==> src/spi_frames_cfg.svh <==
// Constants for the angle sensor SPI frame logic
`ifndef SPI_FRAMES_CFG_SVH
`define SPI_FRAMES_CFG_SVH
// ==========================================================
// Timing
`define CLK_FREQ_MHZ 100
`define REFRESH_NS 1250
`define REFRESH_CYC ((`REFRESH_NS * `CLK_FREQ_MHZ) / 1000)
`define REFRESH_CNT_W 8
// ==========================================================
// Frame decoding
`define FRAME_BITS 6'h10
`define CMD_READ 8'hD2
`define CMD_WRITE 16'hEA54
`define REG_DIR 8'h09
`define REG_TURN_SPEED 8'h1C
`define DIR_BIT 0
`define TURN_SPEED_BIT 7
`define REG_COUNT 64
`define REG_ADDR_W 6
`endif

==> src/spi_frames_pkg.sv <==
// Types for the angle sensor SPI frame logic
`default_nettype none
package spi_frames_pkg;
	// Frame sequencing, Gray coded along the read path; the write path steps from SEQ_IDLE to SEQ_WR2 in two bits
	typedef enum logic [1:0] {
		SEQ_IDLE = 2'b00,
		SEQ_RD2 = 2'b01,
		SEQ_WR2 = 2'b11,
		SEQ_WR3 = 2'b10
	} seq_t;
endpackage : spi_frames_pkg
`default_nettype wire

==> src/spi_angle_frames.sv <==
// Angle sensor SPI peripheral: readout, register read and write frames
`timescale 1ns/1ps
`default_nettype none
`include "spi_frames_cfg.svh"
module spi_angle_frames (
	// Clock and reset
	input wire logic CLK_I,
	input wire logic SYS_RST_I,
	// SPI pins to and from the host
	input wire logic SCLK_I,
	input wire logic CS_N_I,
	input wire logic COPI_I,
	output logic CIPO_O,
	output logic CIPO_OE_O,
	// Sensor data
	input wire logic [15:0] ANGLE_I,
	input wire logic [15:0] TURNS_I,
	input wire logic [15:0] SPEED_I,
	// Sample stream handshake
	input wire logic SAMPLE_VALID_I,
	output logic SAMPLE_READY_O,
	// Configuration outputs
	output logic CCW_POSITIVE_O,
	output logic TURN_SPEED_SEL_O
);
	// ==========================================================
	// Pin synchronisers
	logic [2:0] sync1_r, sync2_r;
	logic sclk_d_r, cs_d_r;
	always_ff @(posedge CLK_I or posedge SYS_RST_I) begin
		if (SYS_RST_I) begin
			// Idle pin levels, so no false edge follows reset
			sync1_r <= 3'h2;
			sync2_r <= 3'h2;
			sclk_d_r <= 1'b0;
			cs_d_r <= 1'b1;
		end else begin
			sync1_r <= {SCLK_I, CS_N_I, COPI_I};
			sync2_r <= sync1_r;
			sclk_d_r <= sync2_r[2];
			cs_d_r <= sync2_r[1];
		end
	end
	// Synchronised levels and edges
	wire sclk_s = sync2_r[2];
	wire cs_s = sync2_r[1];
	wire copi_s = sync2_r[0];
	wire sclk_rise = sclk_s & ~sclk_d_r;
	wire sclk_fall = ~sclk_s & sclk_d_r;
	wire cs_fall = ~cs_s & cs_d_r;
	wire cs_rise = cs_s & ~cs_d_r;
	// ==========================================================
	// Two-entry sample buffer
	logic [15:0] buf0_r, buf1_r, buf0_nxt, buf1_nxt;
	logic [15:0] trn0_r, trn1_r, trn0_nxt, trn1_nxt;
	logic [15:0] spd0_r, spd1_r, spd0_nxt, spd1_nxt;
	logic [1:0] cnt_r, cnt_nxt;
	logic [15:0] out_ang_r, out_ang_nxt; // Output buffer
	logic [15:0] out_trn_r, out_trn_nxt;
	logic [15:0] out_spd_r, out_spd_nxt;
	logic [`REFRESH_CNT_W-1:0] ref_r, ref_nxt;
	logic frozen_r, frozen_nxt;
	logic push, pop, ready_nxt;
	// Refresh tick drains buffer into output buffer unless frozen
	always_comb begin
		ref_nxt = ref_r + 1'b1;
		if (ref_r == `REFRESH_CNT_W'(`REFRESH_CYC - 1)) begin
			ref_nxt = '0;
		end
		frozen_nxt = frozen_r;
		if (cs_fall) begin
			frozen_nxt = 1'b1;
		end else if (cs_rise) begin
			frozen_nxt = 1'b0;
		end
		// Stall drains while frozen, so the buffer fills
		pop = (ref_r == '0) && !frozen_r && !cs_fall && (cnt_r != 2'h0);
		// Take a sample only while ready is shown, as the handshake promises
		push = SAMPLE_VALID_I && SAMPLE_READY_O;
		buf0_nxt = buf0_r;
		buf1_nxt = buf1_r;
		trn0_nxt = trn0_r;
		trn1_nxt = trn1_r;
		spd0_nxt = spd0_r;
		spd1_nxt = spd1_r;
		cnt_nxt = cnt_r;
		out_ang_nxt = out_ang_r;
		out_trn_nxt = out_trn_r;
		out_spd_nxt = out_spd_r;
		if (pop) begin
			out_ang_nxt = buf0_r;
			out_trn_nxt = trn0_r;
			out_spd_nxt = spd0_r;
			buf0_nxt = buf1_r;
			trn0_nxt = trn1_r;
			spd0_nxt = spd1_r;
		end
		if (push) begin
			if ((pop ? cnt_r - 2'h1 : cnt_r) == 2'h0) begin
				buf0_nxt = ANGLE_I;
				trn0_nxt = TURNS_I;
				spd0_nxt = SPEED_I;
			end else begin
				buf1_nxt = ANGLE_I;
				trn1_nxt = TURNS_I;
				spd1_nxt = SPEED_I;
			end
		end
		cnt_nxt = cnt_r + {1'b0, push} - {1'b0, pop};
		ready_nxt = (cnt_nxt != 2'h2); // Low only when both entries hold data
	end
	// Buffer registers
	always_ff @(posedge CLK_I or posedge SYS_RST_I) begin
		if (SYS_RST_I) begin
			buf0_r <= 16'h0000;
			buf1_r <= 16'h0000;
			trn0_r <= 16'h0000;
			trn1_r <= 16'h0000;
			spd0_r <= 16'h0000;
			spd1_r <= 16'h0000;
			cnt_r <= 2'h0;
			out_ang_r <= 16'h0000;
			out_trn_r <= 16'h0000;
			out_spd_r <= 16'h0000;
			ref_r <= '0;
			frozen_r <= 1'b0;
			SAMPLE_READY_O <= 1'b0;
		end else begin
			buf0_r <= buf0_nxt;
			buf1_r <= buf1_nxt;
			trn0_r <= trn0_nxt;
			trn1_r <= trn1_nxt;
			spd0_r <= spd0_nxt;
			spd1_r <= spd1_nxt;
			cnt_r <= cnt_nxt;
			out_ang_r <= out_ang_nxt;
			out_trn_r <= out_trn_nxt;
			out_spd_r <= out_spd_nxt;
			ref_r <= ref_nxt;
			frozen_r <= frozen_nxt;
			SAMPLE_READY_O <= ready_nxt;
		end
	end
	// ==========================================================
	// Shift engine and frame sequencer
	logic [5:0] bits_r, bits_nxt; // Rising edges this frame
	logic [15:0] rx_r, rx_nxt;
	logic [31:0] tx_r, tx_nxt;
	logic cipo_r, cipo_nxt;
	logic oe_r, oe_nxt;
	logic [7:0] addr_r, addr_nxt;
	logic [7:0] echo_r, echo_nxt;
	logic wr_en;
	logic [7:0] rd_data;
	logic ccw_r, ccw_nxt, tsel_r, tsel_nxt;
	spi_frames_pkg::seq_t seq_r, seq_nxt;
	// Second word by selection bit
	function automatic logic [15:0] second_word(input logic sel, input logic [15:0] t,
		input logic [15:0] s);
		second_word = sel ? s : t;
	endfunction : second_word
	// Next shift state; mode 0 and 3 both capture on rise, drive on fall
	always_comb begin
		bits_nxt = bits_r;
		rx_nxt = rx_r;
		tx_nxt = tx_r;
		cipo_nxt = cipo_r;
		oe_nxt = oe_r;
		seq_nxt = seq_r;
		addr_nxt = addr_r;
		echo_nxt = echo_r;
		ccw_nxt = ccw_r;
		tsel_nxt = tsel_r;
		wr_en = 1'b0;
		if (cs_fall) begin
			bits_nxt = 6'h00;
			oe_nxt = 1'b1;
			case (seq_r)
				spi_frames_pkg::SEQ_RD2: tx_nxt = {out_ang_nxt[15:8], rd_data, 16'h0000};
				spi_frames_pkg::SEQ_WR3: tx_nxt = {out_ang_nxt[15:8], echo_r, 16'h0000};
				spi_frames_pkg::SEQ_WR2: tx_nxt = 32'h00000000; // Undefined frame
				default: tx_nxt = {out_ang_nxt, second_word(tsel_r, out_trn_nxt, out_spd_nxt)};
			endcase
			cipo_nxt = tx_nxt[31]; // MSB first
		end else if (!cs_s) begin
			if (sclk_rise) begin
				rx_nxt = {rx_r[14:0], copi_s};
				bits_nxt = (bits_r == 6'h3F) ? bits_r : bits_r + 6'h01;
			end
			if (sclk_fall && bits_r != 6'h00) begin
				tx_nxt = {tx_r[30:0], 1'b0};
				cipo_nxt = tx_r[30]; // Partial reads simply stop here
			end
		end
		if (cs_rise) begin
			oe_nxt = 1'b0;
			if (bits_r == `FRAME_BITS) begin
				case (seq_r)
					spi_frames_pkg::SEQ_IDLE: begin
						if (rx_r[15:8] == `CMD_READ) begin
							addr_nxt = rx_r[7:0];
							seq_nxt = spi_frames_pkg::SEQ_RD2;
						end else if (rx_r == `CMD_WRITE) begin
							seq_nxt = spi_frames_pkg::SEQ_WR2;
						end
					end
					spi_frames_pkg::SEQ_WR2: begin
						wr_en = 1'b1; // Full second frame seen
						addr_nxt = rx_r[15:8];
						echo_nxt = rx_r[7:0];
						if (rx_r[15:8] == `REG_DIR) begin
							ccw_nxt = rx_r[`DIR_BIT];
						end
						if (rx_r[15:8] == `REG_TURN_SPEED) begin
							tsel_nxt = rx_r[`TURN_SPEED_BIT];
						end
						seq_nxt = spi_frames_pkg::SEQ_WR3;
					end
					default: seq_nxt = spi_frames_pkg::SEQ_IDLE;
				endcase
			end else if (bits_r != 6'h00) begin
				seq_nxt = spi_frames_pkg::SEQ_IDLE; // Truncated frame aborts
			end
		end
	end
	// Shift registers
	always_ff @(posedge CLK_I or posedge SYS_RST_I) begin
		if (SYS_RST_I) begin
			bits_r <= 6'h00;
			rx_r <= 16'h0000;
			tx_r <= 32'h00000000;
			cipo_r <= 1'b0;
			oe_r <= 1'b0;
			seq_r <= spi_frames_pkg::SEQ_IDLE;
			addr_r <= 8'h00;
			echo_r <= 8'h00;
			ccw_r <= 1'b0;
			tsel_r <= 1'b0;
		end else begin
			bits_r <= bits_nxt;
			rx_r <= rx_nxt;
			tx_r <= tx_nxt;
			cipo_r <= cipo_nxt;
			oe_r <= oe_nxt;
			seq_r <= seq_nxt;
			addr_r <= addr_nxt;
			echo_r <= echo_nxt;
			ccw_r <= ccw_nxt;
			tsel_r <= tsel_nxt;
		end
	end
	// Register store, read address held across frames
	cfg_regmem u_regmem (
		.clk_i(CLK_I),
		.wr_en_i(wr_en),
		.wr_addr_i(rx_r[8+`REG_ADDR_W-1:8]),
		.wr_data_i(rx_r[7:0]),
		.rd_addr_i(addr_r[`REG_ADDR_W-1:0]),
		.rd_data_o(rd_data)
	);
	// Registered outputs
	assign CIPO_O = cipo_r;
	assign CIPO_OE_O = oe_r;
	assign CCW_POSITIVE_O = ccw_r;
	assign TURN_SPEED_SEL_O = tsel_r;
endmodule : spi_angle_frames
`default_nettype wire

==> src/cfg_regmem.sv <==
// Configuration register memory with registered read data
`timescale 1ns/1ps
`default_nettype none
`include "spi_frames_cfg.svh"
module cfg_regmem (
	// Clock
	input wire logic clk_i,
	// Write port
	input wire logic wr_en_i,
	input wire logic [`REG_ADDR_W-1:0] wr_addr_i,
	input wire logic [7:0] wr_data_i,
	// Read port
	input wire logic [`REG_ADDR_W-1:0] rd_addr_i,
	output logic [7:0] rd_data_o
);
	// Storage array; no reset so it maps onto RAM
	logic [7:0] mem [0:`REG_COUNT-1];
	// Write and registered read
	always_ff @(posedge clk_i) begin
		if (wr_en_i) begin
			mem[wr_addr_i] <= wr_data_i;
		end
		rd_data_o <= mem[rd_addr_i];
	end
	// Known power-up contents for simulation and FPGA init
	initial begin
		for (int i = 0; i < `REG_COUNT; i++) begin
			mem[i] = 8'h00;
		end
	end
endmodule : cfg_regmem
`default_nettype wire

==> config.mk <==
export PLATFORM = sky130hd
export DESIGN_NAME = spi_angle_frames
export DESIGN_NICKNAME = d
export VERILOG_FILES = /design/src/spi_frames_pkg.sv /design/src/spi_angle_frames.sv /design/src/cfg_regmem.sv
export VERILOG_INCLUDE_DIRS = /design/src
export SDC_FILE = /design/constraint.sdc
export NUM_CORES = 1
export LEC_CHECK = 0
export BUFFER_PORTS_ARGS = -buffer_cell sky130_fd_sc_hd__buf_2
export CAP_MARGIN = 10
export CORE_AREA = 5 5 258 385
export DETAILED_ROUTE_END_ITERATION = 16
export DIE_AREA = 0 0 263 390
export GPL_ROUTABILITY_DRIVEN = 0
export PLACE_DENSITY = 0.46
export SLEW_MARGIN = 20
export SYNTH_ARGS = -nofsm -noshare
export SYNTH_HDL_FRONTEND = slang
export SYNTH_SLANG_ARGS = --single-unit
==> constraint.sdc <==
create_clock -name CLK_I -period 20.7 [get_ports CLK_I]
set_clock_uncertainty 0.05 [all_clocks]
set_input_delay 3.105 -clock CLK_I [delete_from_list [all_inputs] [get_ports CLK_I]]
set_output_delay 3.105 -clock CLK_I [all_outputs]
set_load 0.02 [all_outputs]
==> metrics.yaml <==
dr.pass1.iters: 5
ctsHoldBuffers: 0
rsz0062_at_grt: "no"
synth_nets: 1792
dp_hpwl_um: 43590
root_buffer: "clkbuf_16"
synth_area_leader_cell: "edfxtp_1"
outcome: "completed"
reg2reg_to: "u_regmem.rd_data_o[7]"
yosys_warnings: 0
postSynth.topFlopCell: "edfxtp_1"
hold_depth: 0
numCtsBuffers: 75
htreeDepth: 3
slew_headroom_pct: 33.53
overflow: 0
track_usage_pct: 13.94
synth_area_sq_um: 30270
synth.most_common_cell: "edfxtp_1"
p_per_area_nw_per_um2: 106.8
setup_tns_ns: 0
initial_core_util_pct: 31.70
crit_family: "flip-flops"
synth_common_cells: "edfxtp_1, dfrtp_1, mux2_2"
clk_pin_slew_ns: 0.07
synthToLayoutAreaGrowth_pct: 14.07
synth_edf_count: 512
cp_max_fo: 18
drive_gt1_share_pct: 27.45
drt-initial-drc-count: 1050
cts_resized: 0
dieHeight_um: 390
final_util_pct: 36.17
postRouteAntennaNets: 0
fin_hold_ws_ns: 0.3088
grt_pass1_vias: 16850
multiInputGateArea_sq_um: 8272
crit_path_cell_trace: "buf_2"
min_path_type: "reg -> reg"
synth-seq-cells: 757
cpMaxStageDelayCell: "dfrtp_1"
wl_per_cell_um: 23.08
synth_top_area_share_pct: 50.79
async_flop_share_pct: 31.31
ys_types: 59
viasPerCell: 4.937
setup_viol: 0
r2r-start: "addr_r[0]"
min_from: "sync1_r[0]"
wirelength_um: 71930
finalMaxSlewViolations: 0
end_kind: "output port"
reg2reg_slack_ns: 16.69
ys_seq_area_share_pct: 70.92
worst_pin_slew_ns: 0.9971
n_antenna_cell: 0
fmax_ghz: 0.1945
fin_crit_ns: 5.140
hold_viol: 0
antenna_found_initial: 0
vias: 15380
cts_sinks: 757
leakage_uw: 0.01180
crit_required_ns: 17.55
regArea_sq_um: 21490
nFillCells: 8889
dpl_cell_area_sq_um: 31950
arrival_ns: 1.99
slowest_delay_ns: 1.00
core_area_sq_um: 95480
grt_max_degree: 106
max-vdd-ir-drop_uv: 50.74
design.die.area_sq_um: 102600
drv_cap: 0
die_w_um: 263
synth_area_leaders: "edfxtp_1, dfrtp_1, mux4_2"
clock_path_buffers: 3
hold_end: "sync2_r[0]"
grt_pass1_wl_um: 109200
netlist_instances: 1725
portBuffers: 58
nets: 1852
worst_setup_path_start_kind: "flip-flop"
finalCritPeriodShare_pct: 24.83
clk_latency_ns: 0.67
postCtsSetupRepairBufs: 0
io_pins: 59
cp.buffers_inverters: 1
final_area_sq_um: 34530
critPathKind: "reg -> out"
drc: 0
avgSynthCellArea_sq_um: 17.55
row_count: 139
cts_tree: "yes"
r2r_cells: 6
-- routing by layer --
| metal | up-vias | global-route usage [%] | share of wire, % |
|---|---|---|---|
| met2 | 293 | 25.43 | 53 |
| met4 | 0 | 5.128 | 3.4 |
| met3 | 113 | 2.558 | 3.6 |
| met5 | - | 0 | 0 |
| met1 | 8126 | 16.41 | 40 |
| li1 | 6852 | - | - |
-- worst register-to-register path, cell delays in order, from the launching register on --
cell      delay, ns
dfrtp_4        0.75
buf_4          0.74
buf_4          0.67
mux4_2         0.63
mux2i_1        0.48
a221oi_1       0.26
a221o_1        0.31
-- metrics by stage --
stage                     std cells  setup slack [ns]  power (uW)
after floorplan                1725             11.05        2141
after global placement         2977             15.86        2274
after detailed placement       2977             15.81        2297
after CTS                      3116             15.43        3750
after global routing           3116             15.47        3851
final                          3116             15.56        3687
-- cell families after synthesis --
kind of cell | count (synthesis) | synth area share [%]
compound gates | 190 | 4.481
xor+xnor | 12 | 0.3472
flops | 757 | 70.92
fa+ha+maj | 13 | 0.5373
buf+inv | 127 | 1.864
mux | 347 | 17.41
simple gates | 279 | 4.435
-- layout make-up --
cell class                      instances  area share [%]
Clock buffer                           90           5.747
Tap cell                             1269           4.598
Multi-Input combinational cell        841           23.95
Clock inverter                         49           1.736
Inverter                               24          0.2826
Timing Repair Buffer                   86           1.449
Sequential cell                       757           62.23
-- cells in the final DEF (no fill, tap or decap), types with 10 or more instances in the layout --
cell,Yosys,layout
clkbuf_16,0,76
o22ai_1,13,13
mux4_2,128,128
buf_4,6,28
nor2b_1,12,12
mux2_2,141,141
a21oi_1,20,19
nor2_1,97,96
ha_1,13,13
nand2_1,96,96
clkinv_2,0,19
bufinv_16,0,11
a221o_1,38,38
dfrtp_1,234,222
mux2i_1,74,74
nor3b_1,17,17
o221ai_1,14,14
o21ai_0,62,62
a221oi_1,15,15
edfxtp_1,512,512
buf_2,28,58
dfrtp_2,0,10
inv_1,22,21
clkbuf_1,53,11
-- state kept, by name, indices dropped and copies added, names as in the netlist, 6 cells and up --
| name | count |
|---|---|
| out_trn_r | 16 |
| out_ang_r | 16 |
| tx_r | 31 |
| trn0_r | 16 |
| u_regmem.rd_data_o | 8 |
| buf1_r | 16 |
| out_spd_r | 16 |
| trn1_r | 16 |
| addr_r | 6 |
| spd1_r | 16 |
| buf0_r | 16 |
| bits_r | 6 |
| ref_r | 8 |
| spd0_r | 16 |
| u_regmem.mem | 512 |
| rx_r | 16 |
| echo_r | 8 |
-- worst max-delay path by stage --
stage | from | to | slack, ns | depth (start not counted)
2_1_floorplan | SYS_RST_I | CCW_POSITIVE_O | 11.05 | 1
3_3_place_gp | SYS_RST_I | spd0_r[13] | 15.86 | 3
3_5_place_dp | SYS_RST_I | out_trn_r[5] | 15.81 | 3
4_1_cts | TURN_SPEED_SEL_O | TURN_SPEED_SEL_O | 15.43 | 1
5_1_grt | TURN_SPEED_SEL_O | TURN_SPEED_SEL_O | 15.47 | 1
6_report | TURN_SPEED_SEL_O | TURN_SPEED_SEL_O | 15.56 | 1
-- report_power, final --
| group | leakage (uW) | switching, uW | internal [uW] | total [uW] |
|---|---|---|---|---|
| Sequential | 0.00739 | 63.2 | 1840 | 1900 |
| Clock | 0.00127 | 604 | 832 | 1440 |
| Combinational | 0.00314 | 231 | 121 | 352 |
| Total | 0.0118 | 898 | 2790 | 3690 |
Note: power is estimated with default switching activity, not from simulation.
